==> src/pwm_timer_pkg.sv <==
// Shared constants and types of the two-channel compare and PWM timer.
// Assumes a 32-bit APB register bus with word-aligned byte addresses.
package pwm_timer_pkg;

  ////////////////////////////////////////////////////////////////////////////
  // Widths.
  localparam int ADDR_W = 8;
  localparam int DATA_W = 32;
  localparam int CNT_W  = 16;

  ////////////////////////////////////////////////////////////////////////////
  // Register byte offsets.
  localparam logic [ADDR_W-1:0] OFS_TIMER_CS = 8'h00; // timer_control_status
  localparam logic [ADDR_W-1:0] OFS_COUNT    = 8'h04; // live counter, read only
  localparam logic [ADDR_W-1:0] OFS_LIMIT    = 8'h08; // period_limit_pair
  localparam logic [ADDR_W-1:0] OFS_CH0_CS   = 8'h0C; // channel0_control_status
  localparam logic [ADDR_W-1:0] OFS_CH0_VAL  = 8'h10; // channel 0 channel_value_pair
  localparam logic [ADDR_W-1:0] OFS_CH1_CS   = 8'h14; // channel1_control_status
  localparam logic [ADDR_W-1:0] OFS_CH1_VAL  = 8'h18; // channel 1 channel_value_pair

  ////////////////////////////////////////////////////////////////////////////
  // Field positions of timer_control_status.
  localparam int TCS_FLAG_BIT = 7; // wrap_flag
  localparam int TCS_IE_BIT   = 6; // wrap_irq_enable
  localparam int TCS_HALT_BIT = 5; // counter_halt
  localparam int TCS_CLR_BIT  = 4; // counter clear, write only
  localparam int TCS_PS_LSB   = 0; // prescaler select, three bits
  // Field position of the channel event flag in a channel control register.
  localparam int CH_FLAG_BIT  = 7;

  ////////////////////////////////////////////////////////////////////////////
  // Reset values.
  localparam logic             TCS_HALT_RESET = 1'b1;
  localparam logic [CNT_W-1:0] LIMIT_RESET    = 16'hFFFF;
  localparam logic [CNT_W-1:0] VALUE_RESET    = 16'h0000;

  ////////////////////////////////////////////////////////////////////////////
  // Codes.
  localparam logic [2:0] PS_EXT    = 3'h7; // count rising edges of the external clock
  localparam logic [1:0] EL_OFF    = 2'h0;
  localparam logic [1:0] EL_TOGGLE = 2'h1;
  localparam logic [1:0] EL_CLEAR  = 2'h2;
  localparam logic [1:0] EL_SET    = 2'h3;

  // Channel control register, laid out bit for bit as software sees it.
  typedef struct packed {
    logic       flag;      // channel_event_flag
    logic       ie;        // channel_irq_enable
    logic       link;      // channel0_link_select (high mode bit)
    logic       mode_lo;   // low bit of channel_mode_pair
    logic [1:0] el;        // edge_level_pair
    logic       tov;       // toggle_on_wrap
    logic       maxd;      // full_duty_bit
  } ch_cfg_t;

  localparam ch_cfg_t CH_RESET = 8'h00;

  // Which value set drives the combined channel; one-hot.
  typedef enum logic [1:0] {
    SEL_CH0 = 2'b01,
    SEL_CH1 = 2'b10
  } value_sel_t;

endpackage

==> src/timer_count_if.sv <==
// Link between the register block and the counter with its prescaler.
// Assumes both ends run on the same clock; all signals are synchronous.
`timescale 1ns/1ps
interface timer_count_if;
  import pwm_timer_pkg::*;
  logic             halt;     // Freeze counter and prescaler.
  logic             clr;      // One-cycle pulse zeroing counter and prescaler.
  logic [2:0]       ps_code;  // Prescaler select.
  logic [CNT_W-1:0] limit;    // Period limit.
  logic             ext_clk;  // External timer clock, already synchronous.
  logic [CNT_W-1:0] count;    // Registered counter value.
  logic             adv;      // Count changed at the last edge.
  logic             wrap;     // Count returned to zero at the last edge.

  modport ctrl (output halt, clr, ps_code, limit, ext_clk, input count, adv, wrap);
  modport base (input halt, clr, ps_code, limit, ext_clk, output count, adv, wrap);
endinterface

==> src/timer_compare_pwm_channels.sv <==
// Two-channel output compare and PWM timer with an APB register slave.
// Assumes APB masters hold a request steady through its access phase and
// that the external timer clock input is already synchronous to pclk.
//
// The register offsets and register access over APB were left to the implementer.
`timescale 1ns/1ps

////////////////////////////////////////////////////////////////////////////////
// Operation
// - Unbuffered compare uses the stored channel value directly, replaced at once.
// - Compare fires only when the counter reaches the stored value.
// - Unsynchronized value rewrites may upset output for up to two periods.
// - A larger value written after the compare compares again this period.
// - Channel 0 link select pairs both channels; channel 0 values lead.
// - Linked: last written value set takes over at each wrap.
// - Linked: channel 0 register controls; channel 1 register idle, pin released.
// - The linked pair's output appears on the channel 0 pin.
// - Toggle-on-wrap flips the pin when the counter passes the limit.
// - The period is the limit plus one counter clock.
// - The pulse width is the channel value in counter clocks after wrap.
// - Mode pair 0:1 is unbuffered, 1:0 buffered; high bit wins.
// - Edge/level 1:0 clears the pin on compare, 1:1 sets it.
// - The link select overrides channel 0's low mode bit.
// - Without toggle-on-wrap or full duty, clear or set compares hold the pin: zero duty for clear, full for set.
// - Full duty bit with toggle-on-wrap clear holds the pulse level.
// - The wrap flag sets when the counter returns to zero.
// - A channel flag sets on every compare of that channel.
// - Counter clear zeroes counter and prescaler, self-clears, reads zero.
// - Halt stops counting; reset leaves halt set.
module timer_compare_pwm_channels (
  input  wire logic                             pclk,            // APB clock, 40 MHz.
  input  wire logic                             presetn,         // Async reset, low.
  input  wire logic                             psel,            // APB select.
  input  wire logic                             penable,         // APB access phase.
  input  wire logic                             pwrite,          // APB write.
  input  wire logic [pwm_timer_pkg::ADDR_W-1:0] paddr,           // APB byte address.
  input  wire logic [pwm_timer_pkg::DATA_W-1:0] pwdata,          // APB write data.
  output logic      [pwm_timer_pkg::DATA_W-1:0] prdata,          // APB read data.
  output logic                                  pready,          // APB ready.
  output logic                                  pslverr,         // APB error.
  input  wire logic                             ext_tclk,        // External timer clock.
  output logic                                  channel0_pin_o,  // Channel 0 pin level.
  output logic                                  channel0_pin_oe, // Channel 0 drive.
  output logic                                  channel1_pin_o,  // Channel 1 pin level.
  output logic                                  channel1_pin_oe, // Channel 1 drive.
  output logic                                  irq_req          // Interrupt request.
);
  import pwm_timer_pkg::*;

  ////////////////////////////////////////////////////////////////////////////
  // State.
  typedef struct packed {
    logic              wrap_flag;
    logic              wrap_ie;
    logic              halt;
    logic              clr;
    logic [2:0]        ps;
    logic [CNT_W-1:0]  limit;
    ch_cfg_t           ch0;
    ch_cfg_t           ch1;
    logic [CNT_W-1:0]  val0;
    logic [CNT_W-1:0]  val1;
    logic [2:0]        arm;    // Flag was read as one; a zero write may clear it.
    value_sel_t        sel;
    logic              last1;  // Channel 1 values written last.
    logic              pin0;
    logic              pin1;
    logic [DATA_W-1:0] rdata;
    logic              err;
  } top_state_t;

  top_state_t q;
  top_state_t d;

  timer_count_if tb ();

  logic             wr;
  logic             rd;
  logic             linked;
  logic             out0;
  logic             out1;
  logic [CNT_W-1:0] cval0;
  logic             cmp0;
  logic             cmp1;

  ////////////////////////////////////////////////////////////////////////////
  // Helpers.

  // Pin after a possible wrap toggle and compare action; full duty overrides when toggle-on-wrap is clear.
  function automatic logic next_pin(input logic p, input ch_cfg_t c,
                                    input logic wrap, input logic cmp);
    logic r;
    r = p;
    if (wrap && c.tov) begin
      r = ~r;
    end
    if (cmp) begin
      case (c.el)
        EL_TOGGLE: r = ~r;
        EL_CLEAR:  r = 1'b0;
        EL_SET:    r = 1'b1;
        default:   r = r;
      endcase
    end
    if (c.maxd && !c.tov) begin
      r = ~c.el[0];
    end
    return r;
  endfunction

  // Only word-aligned offsets of the seven registers answer without error.
  function automatic logic mapped(input logic [ADDR_W-1:0] a);
    logic m;
    m = 1'b0;
    if (a == OFS_TIMER_CS) begin
      m = 1'b1;
    end else if (a == OFS_COUNT || a == OFS_LIMIT) begin
      m = 1'b1;
    end else if (a == OFS_CH0_CS || a == OFS_CH0_VAL) begin
      m = 1'b1;
    end else if (a == OFS_CH1_CS || a == OFS_CH1_VAL) begin
      m = 1'b1;
    end
    return m;
  endfunction

  ////////////////////////////////////////////////////////////////////////////
  // Counter instance and its controls.
  timer_count_base #(.PRE_W(6)) u_base (
    .pclk    (pclk),
    .presetn (presetn),
    .tb      (tb.base)
  );

  assign tb.halt    = q.halt;
  assign tb.clr     = q.clr;
  assign tb.ps_code = q.ps;
  assign tb.limit   = q.limit;
  assign tb.ext_clk = ext_tclk;

  ////////////////////////////////////////////////////////////////////////////
  // Mode decode and compare detection.
  assign wr     = psel && penable && pwrite;
  assign rd     = psel && penable && !pwrite;
  assign linked = q.ch0.link;
  assign out0   = q.ch0.link || q.ch0.mode_lo;
  assign out1   = q.ch1.mode_lo && !linked;
  assign cval0  = (linked && q.sel == SEL_CH1) ? q.val1 : q.val0;
  assign cmp0   = tb.adv && out0 && (tb.count == cval0);
  assign cmp1   = tb.adv && out1 && (tb.count == q.val1);

  ////////////////////////////////////////////////////////////////////////////
  // Next state: bus access, buffering, pins and flags.
  always_comb begin
    d     = q;
    d.clr = 1'b0;
    // Read data is captured in the setup cycle so that prdata is a flop.
    if (psel && !penable) begin
      d.err   = !mapped(paddr);
      d.rdata = '0;
      if (paddr == OFS_TIMER_CS) begin
        d.rdata[7:0] = {q.wrap_flag, q.wrap_ie, q.halt, 2'b00, q.ps};
      end else if (paddr == OFS_COUNT) begin
        d.rdata[CNT_W-1:0] = tb.count;
      end else if (paddr == OFS_LIMIT) begin
        d.rdata[CNT_W-1:0] = q.limit;
      end else if (paddr == OFS_CH0_CS) begin
        d.rdata[7:0] = q.ch0;
      end else if (paddr == OFS_CH0_VAL) begin
        d.rdata[CNT_W-1:0] = q.val0;
      end else if (paddr == OFS_CH1_CS) begin
        d.rdata[7:0] = {q.ch1.flag, q.ch1.ie, 1'b0, q.ch1[4:0]};
      end else if (paddr == OFS_CH1_VAL) begin
        d.rdata[CNT_W-1:0] = q.val1;
      end
    end
    // A read that sees a flag set arms its clearing write.
    if (rd) begin
      if (paddr == OFS_TIMER_CS && q.wrap_flag) begin
        d.arm[0] = 1'b1;
      end else if (paddr == OFS_CH0_CS && q.ch0.flag) begin
        d.arm[1] = 1'b1;
      end else if (paddr == OFS_CH1_CS && q.ch1.flag) begin
        d.arm[2] = 1'b1;
      end
    end
    // Register writes. Writing one to a flag has no effect.
    if (wr) begin
      if (paddr == OFS_TIMER_CS) begin
        d.wrap_ie = pwdata[TCS_IE_BIT];
        d.halt    = pwdata[TCS_HALT_BIT];
        d.clr     = pwdata[TCS_CLR_BIT];
        d.ps      = pwdata[TCS_PS_LSB +: 3];
        if (q.arm[0] && !pwdata[TCS_FLAG_BIT]) begin
          d.wrap_flag = 1'b0;
        end
        d.arm[0] = 1'b0;
      end else if (paddr == OFS_LIMIT) begin
        d.limit = pwdata[CNT_W-1:0];
      end else if (paddr == OFS_CH0_CS) begin
        d.ch0[6:0] = pwdata[6:0];
        if (q.arm[1] && !pwdata[CH_FLAG_BIT]) begin
          d.ch0.flag = 1'b0;
        end
        d.arm[1] = 1'b0;
      end else if (paddr == OFS_CH0_VAL) begin
        d.val0 = pwdata[CNT_W-1:0];
        d.last1 = 1'b0;
      end else if (paddr == OFS_CH1_CS) begin
        // The high mode bit of channel 1 is reserved and stays zero.
        d.ch1.ie        = pwdata[6];
        d.ch1[4:0]      = pwdata[4:0];
        if (q.arm[2] && !pwdata[CH_FLAG_BIT]) begin
          d.ch1.flag = 1'b0;
        end
        d.arm[2] = 1'b0;
      end else if (paddr == OFS_CH1_VAL) begin
        d.val1  = pwdata[CNT_W-1:0];
        d.last1 = linked;
      end
    end
    // last written set at wrap
    // Follows the written link bit so an unlink drops the buffered set at once.
    if (!d.ch0.link) begin
      d.sel   = SEL_CH0;
      d.last1 = 1'b0;
    end else if (tb.wrap) begin
      d.sel = d.last1 ? SEL_CH1 : SEL_CH0;
    end
    if (out0) begin
      d.pin0 = next_pin(q.pin0, q.ch0, tb.wrap, cmp0);
    end
    if (out1) begin
      d.pin1 = next_pin(q.pin1, q.ch1, tb.wrap, cmp1);
    end
    // Hardware sets come last so an event beats a clear in the same cycle.
    // wrap flag set
    if (tb.wrap) begin
      d.wrap_flag = 1'b1;
    end
    // combined channel reports on channel 0
    if (cmp0) begin
      d.ch0.flag = 1'b1;
    end
    if (cmp1) begin
      d.ch1.flag = 1'b1;
    end
  end

  // State register; halt comes out of reset set.
  // reset leaves halt set
  always_ff @(posedge pclk or negedge presetn) begin
    if (!presetn) begin
      q       <= '0;
      q.halt  <= TCS_HALT_RESET;
      q.limit <= LIMIT_RESET;
      q.ch0   <= CH_RESET;
      q.ch1   <= CH_RESET;
      q.val0  <= VALUE_RESET;
      q.val1  <= VALUE_RESET;
      q.sel   <= SEL_CH0;
    end else begin
      q <= d;
    end
  end

  ////////////////////////////////////////////////////////////////////////////
  // Outputs. The slave never inserts wait states.
  assign prdata          = q.rdata;
  assign pready          = 1'b1;
  assign pslverr         = psel && penable && q.err;
  assign channel0_pin_o  = q.pin0;
  assign channel0_pin_oe = out0 && (q.ch0.el != EL_OFF);
  assign channel1_pin_o  = q.pin1;
  assign channel1_pin_oe = out1 && (q.ch1.el != EL_OFF);
  assign irq_req         = (q.wrap_flag && q.wrap_ie) || (q.ch0.flag && q.ch0.ie)
                         || (q.ch1.flag && q.ch1.ie && !linked);
endmodule

==> src/timer_count_base.sv <==
// Prescaler and 16-bit modulo up-counter of the timer.
// Assumes ext_clk is synchronous to pclk; a rising edge there is one count.
`timescale 1ns/1ps
module timer_count_base #(
  parameter int PRE_W = 6 // Prescaler width; must reach divide by 64.
) (
  input wire logic            pclk,    // Bus clock.
  input wire logic            presetn, // Asynchronous reset, active low.
  timer_count_if.base         tb       // Control in, count out.
);
  import pwm_timer_pkg::*;

  if (PRE_W < 6) begin : g_bad_pre
    $error("timer_count_base: PRE_W must be at least 6");
  end

  typedef struct packed {
    logic [PRE_W-1:0] presc;
    logic [CNT_W-1:0] count;
    logic             ext_prev;
    logic             adv;
    logic             wrap;
  } base_state_t;

  base_state_t q;
  base_state_t d;

  // A prescaler output fires when all bits below the selected divide are ones.
  function automatic logic prescale_hit(input logic [PRE_W-1:0] p, input logic [2:0] code);
    logic [PRE_W-1:0] mask;
    mask = PRE_W'((1 << code) - 1);
    return (p & mask) == mask;
  endfunction

  ////////////////////////////////////////////////////////////////////////////
  // Next state. Clear beats halt, so clear with halt parks the count at zero.
  always_comb begin
    logic tick;
    tick       = 1'b0;
    d          = q;
    d.adv      = 1'b0;
    d.wrap     = 1'b0;
    d.ext_prev = tb.ext_clk;
    if (tb.clr) begin
      d.presc = '0;
      d.count = '0;
    end else if (!tb.halt) begin
      d.presc = q.presc + PRE_W'(1);
      if (tb.ps_code == PS_EXT) begin
        tick = tb.ext_clk && !q.ext_prev;
      end else begin
        tick = prescale_hit(q.presc, tb.ps_code);
      end
      if (tick) begin
        d.adv = 1'b1;
        if (q.count == tb.limit) begin
          d.count = '0;
          d.wrap  = 1'b1;
        end else begin
          d.count = q.count + CNT_W'(1);
        end
      end
    end
  end

  // State register.
  always_ff @(posedge pclk or negedge presetn) begin
    if (!presetn) begin
      q <= '0;
    end else begin
      q <= d;
    end
  end

  assign tb.count = q.count;
  assign tb.adv   = q.adv;
  assign tb.wrap  = q.wrap;

endmodule

==> config.mk <==
export PLATFORM = sky130hd
export DESIGN_NAME = timer_compare_pwm_channels
export DESIGN_NICKNAME = d
export VERILOG_FILES = /design/src/pwm_timer_pkg.sv /design/src/timer_count_if.sv /design/src/timer_compare_pwm_channels.sv /design/src/timer_count_base.sv
export SDC_FILE = /design/constraint.sdc
export NUM_CORES = 1
export LEC_CHECK = 0
export CAP_MARGIN = 30
export CORE_UTILIZATION = 45
export CTS_BUF_LIST = sky130_fd_sc_hd__clkbuf_16
export DETAILED_ROUTE_END_ITERATION = 10
export DONT_BUFFER_PORTS = 1
export GPL_ROUTABILITY_DRIVEN = 0
export PLACE_DENSITY = 0.6
export SLEW_MARGIN = 40
export SYNTH_ARGS = -nofsm -noshare
export SYNTH_HDL_FRONTEND = slang
export SYNTH_SLANG_ARGS = --single-unit
==> constraint.sdc <==
create_clock -name pclk -period 2.2 [get_ports pclk]
set_input_delay 0.11 -clock pclk [delete_from_list [all_inputs] [get_ports pclk]]
set_output_delay 0.11 -clock pclk [all_outputs]
set_load 0.05 [all_outputs]
==> flow_metrics.env, run 1 <==
export IMPL_grt_antenna_before_repair=0
export IMPL_synth_fa_ha_area_share_pct=0.354
export IMPL_insertedDiodeCount=0
export IMPL_cellLeakagePower_nw=3.65
export IMPL_post_synth_mux_area_share_pct=14.0
export IMPL_post_synth_instance_area_um2=7080
export IMPL_synth_most_common_cell="sky130_fd_sc_hd__dfrtp_1"
export IMPL_routed_via_count=5646
export IMPL_final_period_utilization_pct=104
export IMPL_share_of_the_synthesized_area_in_compound_gates_ao_oa_aoi_oai_pct=13.6
export IMPL_synth_top_area_share_pct=36.1
export IMPL_cts_tree="built"
export IMPL_finalInstanceArea_um2=8180
export IMPL_grt_pass1_vias=5597
export IMPL_ir_worst_vdd_mv=0.733
export IMPL_place_port_buffers=0
export IMPL_combinational_family_with_the_most_area_after_synthesis="simple AND/OR/NAND/NOR gates"
export IMPL_worst_path_max_fanout=6
export IMPL_grt_most_used_layer="met2"
export IMPL_synth_ff_latch_count=120
export IMPL_grt_pass1_wl_mm=32.4
export IMPL_most_used_standard_cells_in_the_synthesized_netlist="102 x sky130_fd_sc_hd__dfrtp_1, 66 x sky130_fd_sc_hd__mux2_2, 64 x sky130_fd_sc_hd__nand2_1"
export IMPL_r2r_start="linked$_DFF_PN0_"
export IMPL_placementRows=45
export IMPL_synth_edf_count=0
export IMPL_iteration_0_drc_count_of_the_detailed_router=609
export IMPL_placed_cell_area_um2=7330
export IMPL_hpwl_after_detailed_placement_mm=14.3
export IMPL_synth_top_cell_by_area="sky130_fd_sc_hd__dfrtp_1"
export IMPL_post_route_cells_drive_above_1_share_pct=24.2
export IMPL_wl_mm=20.6
export IMPL_grt_use_met1_pct=37.4
export IMPL_synth_simple_gate_area_share_pct=16.3
export IMPL_netlist_instances=715
export IMPL_seq_area_um2=3030
export IMPL_slew_headroom_pct=49.7
export IMPL_cts_htree_levels=4
export IMPL_crit_type="reg -> reg"
export IMPL_timing_hold_ws_ps=-619
export IMPL_synth_top_cells_by_area="sky130_fd_sc_hd__dfrtp_1 36%, sky130_fd_sc_hd__mux2_2 11%, sky130_fd_sc_hd__dfstp_2 6.7%"
export IMPL_reg2reg_depth=6
export IMPL_number_of_iterations_in_the_first_detailed_routing_pass=6
export IMPL_maxSlewViolCount=0
export IMPL_cts_root_buf="sky130_fd_sc_hd__clkbuf_16"
export IMPL_worst_skew_pair_late_latency_ps=430
export IMPL_totalPowerFinal_mw=6.60
export IMPL_outcome="finished, violations left"
export IMPL_rrSetupSlack_ps=-80
export IMPL_cts_buffers=17
export IMPL_cts_buffer_depth=2
export IMPL_skew_final_ps=17.8
export IMPL_pin_count=85
export IMPL_worst_slack_ps=-77.7
export IMPL_timing_fmax_ghz=0.439
export IMPL_finalCoreUtilization_pct=53.6
export IMPL_cap_viol_max_count=0
export IMPL_ys_warnings_count=0
export IMPL_timing_final_setup_violations=1
export IMPL_netlist_cell_type_count=66
export IMPL_drcViolationCount=0
export IMPL_synth_sequential_area_ratio_pct=42.7
export IMPL_pin_count_of_the_biggest_net_entering_global_routing=121
export IMPL_gr_usage_met2_pct=41.4
export IMPL_ant_nets=0
export IMPL_timing_final_crit_period_ps=2280
export IMPL_post_drt_via_cell_ratio=5.83
export IMPL_failed_checks="hold timing, setup timing"
export IMPL_required_ps=2510
export IMPL_grtUsageTotal_pct=26.8
export IMPL_p_per_area_nw_per_um2=807
export IMPL_instances_no_fill=968
export IMPL_post_place_cells=909
export IMPL_floorplan_initialDensity_pct=46.4
export IMPL_cts_sinks=120
export IMPL_worstMarginPinSlew_ps=754
export IMPL_syn2layout_area_growth_pct=15.6
export IMPL_reg2reg_to="channel0_pin_o$_DFFE_PN0N_"
export IMPL_cts_reportedPaths_clkPinSlew_ps=50
export IMPL_endpoint_kind="flop"
export IMPL_min_path_type="in -> async"
export IMPL_final_fill_count=1386
export IMPL_post_placement_worst_setup_slack_ps=-212
export IMPL_die_h_um=127
export IMPL_synthArstFlopShare_pct=100
export IMPL_layout_nets=792
export IMPL_grt_setup_unrepaired="true"
export IMPL_globalRoute_totalOverflow=0
export IMPL_met3_usage_pct=5.70
export IMPL_dieArea_um2=16200
export IMPL_avgSynthCellArea_um2=9.90
export IMPL_report_final_hold_viol_count=120
export IMPL_multi_input_comb_area_um2=3580
export IMPL_cp_arrival_ps=2590
export IMPL_dieWidth_um=127
export IMPL_yosys_area_share_xor_xnor_pct=4.83
export IMPL_critical_path_startpoint_category="flop"
export IMPL_hold_buffers=25
export IMPL_drt_wirelength_per_cell_um=21.3
export IMPL_core_region_area_um2=15300
export IMPL_yosys_most_used_dff="sky130_fd_sc_hd__dfrtp_1"
==> final cells by class <==
| type | instances | area share [%] |
|---|---|---|
| clock inverters | 15 | 1.51 |
| clock buffers | 17 | 5.20 |
| multi-input cells | 505 | 43.7 |
| flip-flops and latches | 120 | 37.0 |
| well taps | 211 | 3.23 |
| inverters | 24 | 1.10 |
| repair buffers | 76 | 8.24 |
==> sequential cells by signal, summed over array words and instances, names as in the netlist <==
name / count
tb.ps_code: 3
channel1_pin_o: 1
channel0_pin_o: 1
prdata: 16
linked: 1
q: 55
u_base.tb.wrap: 1
u_base.tb.adv: 1
u_base.tb.count: 16
tb.halt: 1
tb.limit: 16
tb.clr: 1
u_base.q: 7
==> placed cells by master (no fill, tap or decap), drive strengths merged, types with 8 or more instances in the layout <==
master / instances
a21oi: 33
a221oi: 8
a22oi: 11
buf: 51
clkbuf: 17
conb: 17
dfrtp: 102
dfstp: 18
dlygate4sd3: 25
inv: 28
mux2: 71
mux2i: 19
nand2: 65
nand3: 18
nand4: 10
nor2: 46
nor2b: 19
nor3: 9
nor4: 10
o21ai: 31
o22ai: 8
xnor2: 26
xor2: 13
==> how the worst max path moves through the flow <==
stage / from / end
6_report: linked$_DFF_PN0_ / channel0_pin_o$_DFFE_PN0N_
4_1_cts: q[36]$_DFFE_PN1P_ / channel0_pin_o$_DFFE_PN0N_
2_1_floorplan: u_base.tb.count[7]$_DFFE_PN0P_ / channel0_pin_o$_DFFE_PN0N_
3_5_place_dp: q[36]$_DFFE_PN1P_ / channel0_pin_o$_DFFE_PN0N_
5_1_grt: q[36]$_DFFE_PN1P_ / channel0_pin_o$_DFFE_PN0N_
3_3_place_gp: q[36]$_DFFE_PN1P_ / channel0_pin_o$_DFFE_PN0N_
==> through the flow <==
stage | hold WS [ps] | setup TNS [ps]
after floorplan | -186 | 0
after global placement | -178 | -186
after detailed placement | -177 | -212
after CTS | -631 | -59.0
after global routing | -634 | -152
final | -619 | -77.7
==> power by group <==
part | switching, mW | internal, mW
logic | 0.735 | 0.582
clock network | 1.00 | 1.63
registers | 0.276 | 2.38
==> per-layer routing <==
layer	share of wire, %	up-vias
li1	-	2578
met1	45	2814
met2	46	217
met3	6.3	37
met4	2.2	0
met5	0	-
==> what timing repair did <==
item	CTS	global route
endpoints found under the setup margin	1	4
pin swaps	3	1
setup buffers	0	2
resized for setup	5	2
endpoints found under the hold margin	200	120
==> cell families (layout without fill, tap and decap cells) <==
kind of cell | Yosys count | after routing
and+or+nand+nor | 212 | 212
AOI/OAI and AO/OA | 145 | 145
DFF | 120 | 120
buffers and inverters | 105 | 132
muxes | 90 | 90
xor gates and xnor gates | 39 | 39
adders and majority gates | 2 | 2
other | 2 | 17
==> critical path: stages (launching register included) <==
cell and delay (ps):
sky130_fd_sc_hd__dfrtp_1 400, sky130_fd_sc_hd__and3b_2 390, sky130_fd_sc_hd__mux2i_4 310, sky130_fd_sc_hd__o221ai_1 160
sky130_fd_sc_hd__nor4_2 320, sky130_fd_sc_hd__nand4b_1 210, sky130_fd_sc_hd__a221o_1 360
Power figures use the tool's default switching activity.
==> run 2, diff against run 1 <==
CORE_UTILIZATION = 30   (was 45)
PLACE_DENSITY = 0.44   (was 0.6)
TNS_END_PERCENT = 10   (was default)
==> run 2 against run 1 <==
The run still ends with hold timing, setup timing left. Sequential share of layout area down 1.0 points. Critical endpoint unchanged. Cell area up 2.9%. Utilization down 17 points. Clock skew down 9.6 ps. Critical path type unchanged. Highest routed layer unchanged. Total power down 0.64%. Count of clock-buffer cells in the layout unchanged. Wire length up 15%.
==> flow_metrics.env, run 2 (synthesis results as in run 1) <==
export IMPL_outcome="finished, violations left"
export IMPL_failed_checks="hold timing, setup timing"
export IMPL_cp_arrival_ps=2680
export IMPL_hpwl_after_detailed_placement_mm=16.6
export IMPL_die_h_um=156
export IMPL_seq_area_um2=3030
export IMPL_post_placement_worst_setup_slack_ps=-309
export IMPL_ant_nets=0
export IMPL_core_region_area_um2=22900
export IMPL_dieArea_um2=24200
export IMPL_layout_cells_most_common="sky130_fd_sc_hd__dfrtp_1"
export IMPL_finalCoreUtilization_pct=36.7
export IMPL_grtUsageTotal_pct=20.4
export IMPL_slew_headroom_pct=53.4
export IMPL_placementRows=55
export IMPL_endpoint_kind="flop"
export IMPL_cts_buffer_depth=2
export IMPL_worst_path_max_fanout=6
export IMPL_grt_pass1_wl_mm=36.6
export IMPL_maxSlewViolCount=0
export IMPL_report_final_hold_viol_count=120
export IMPL_worstMarginPinSlew_ps=698
export IMPL_post_drt_via_cell_ratio=5.33
export IMPL_layout_nets=808
export IMPL_grt_setup_unrepaired="true"
export IMPL_instances_no_fill=1086
export IMPL_cts_sinks=120
export IMPL_final_period_utilization_pct=108
export IMPL_critical_path_startpoint_category="flop"
export IMPL_drcViolationCount=0
export IMPL_timing_hold_ws_ps=-610
export IMPL_timing_final_setup_violations=1
export IMPL_floorplan_initialDensity_pct=30.9
export IMPL_cts_tree="built"
export IMPL_rrSetupSlack_ps=-180
export IMPL_regMostFlops="q"
export IMPL_crit_type="reg -> reg"
export IMPL_grt_pass1_vias=5927
export IMPL_multi_input_comb_area_um2=3610
export IMPL_drt_wirelength_per_cell_um=21.8
export IMPL_cts_root_buf="sky130_fd_sc_hd__clkbuf_16"
export IMPL_ir_worst_vdd_mv=0.330
export IMPL_skew_final_ps=8.20
export IMPL_pin_count_of_the_biggest_net_entering_global_routing=121
export IMPL_placed_cell_area_um2=7550
export IMPL_syn2layout_area_growth_pct=18.9
export IMPL_place_port_buffers=0
export IMPL_cap_viol_max_count=0
export IMPL_globalRoute_totalOverflow=0
export IMPL_post_route_cells_drive_above_1_share_pct=26.4
export IMPL_routed_via_count=5786
export IMPL_cts_htree_levels=4
export IMPL_largest_register_ffs=55
export IMPL_grt_most_used_layer="met2"
export IMPL_min_path_type="in -> async"
export IMPL_number_of_iterations_in_the_first_detailed_routing_pass=7
export IMPL_totalPowerFinal_mw=6.56
export IMPL_insertedDiodeCount=0
export IMPL_wl_mm=23.6
export IMPL_timing_fmax_ghz=0.419
export IMPL_post_place_cells=1025
export IMPL_cts_buffers=17
export IMPL_pin_count=85
export IMPL_required_ps=2500
export IMPL_grt_use_met1_pct=28.0
export IMPL_cts_reportedPaths_clkPinSlew_ps=60
export IMPL_grt_antenna_before_repair=0
export IMPL_timing_final_crit_period_ps=2380
export IMPL_cellLeakagePower_nw=3.69
export IMPL_met3_usage_pct=5.19
export IMPL_finalInstanceArea_um2=8420
export IMPL_worst_skew_pair_late_latency_ps=420
export IMPL_final_fill_count=2292
export IMPL_fin_setup_tns_ps=-184
export IMPL_worst_slack_ps=-184
export IMPL_dieWidth_um=156
export IMPL_gr_usage_met2_pct=31.4
export IMPL_iteration_0_drc_count_of_the_detailed_router=415
export IMPL_most_common_layout_cells="102 x sky130_fd_sc_hd__dfrtp_1, 66 x sky130_fd_sc_hd__mux2_2, 64 x sky130_fd_sc_hd__nand2_1"
export IMPL_p_per_area_nw_per_um2=779
-- run 2: changes by cell type in the layout (fill, tap and decap cells not counted), moves of 2 or more --
cell / delta
sky130_fd_sc_hd__clkinv_2: -2
sky130_fd_sc_hd__buf_4: +16
sky130_fd_sc_hd__clkinvlp_4: +3
sky130_fd_sc_hd__nor4_1: -2
sky130_fd_sc_hd__inv_1: -2
sky130_fd_sc_hd__bufinv_16: -2
sky130_fd_sc_hd__nor4_2: +2
-- run 2: where the power goes --
group          total, mW  internal (mW)  leakage (nW)  switching, mW
Clock               2.48           1.41         0.248           1.07
Sequential          2.63           2.38          1.52          0.241
Combinational       1.45          0.637          1.92          0.817
-- run 2: final timing paths --
path | start | endpoint | cells after the start
min reg2reg | q[39]$_DFF_PN0_ | q[39]$_DFF_PN0_ | 1
min | presetn | u_base.q[2]$_DFF_PN0_ | 0
min in group pclk | paddr[3] | q[38]$_DFF_PN0_ | 3
max in group asynchronous | presetn | tb.limit[6]$_DFFE_PN1P_ | 0
max | q[36]$_DFFE_PN1P_ | channel0_pin_o$_DFFE_PN0N_ | 7
max reg2reg | q[36]$_DFFE_PN1P_ | channel0_pin_o$_DFFE_PN0N_ | 7
-- run 2: final cells by class --
class / instances / area share [%]
Multi-Input combinational cell: 505 / 42.9
Sequential cell: 120 / 35.9
Timing Repair Buffer: 92 / 9.32
Clock buffer: 17 / 5.05
Tap cell: 313 / 4.65
Clock inverter: 15 / 1.07
Inverter: 24 / 1.07
-- run 2: critical path: stages (launching register included) --
cell and delay (ps):
sky130_fd_sc_hd__dfstp_2 530, sky130_fd_sc_hd__nand3b_1 200, sky130_fd_sc_hd__buf_6 180, sky130_fd_sc_hd__mux2i_4 240
sky130_fd_sc_hd__o211ai_1 140, sky130_fd_sc_hd__nor4b_4 380, sky130_fd_sc_hd__nand4b_1 230, sky130_fd_sc_hd__a221o_1 360
-- run 2: metal layers --
layer | routed length (um) | vias up
met4 | 552 | 0
met2 | 10700 | 195
met5 | 0 | -
met1 | 11000 | 2959
met3 | 1430 | 34
li1 | - | 2598
-- run 2: timing repair --
item                                    4_1_cts  5_1_grt
gates resized for setup                       6        8
hold buffers                                 24        2
pin swaps                                     3        2
endpoints found under the setup margin        3       16
setup buffers                                 3        0
cloned                                        0        0
hold endpoints to repair                    198      121
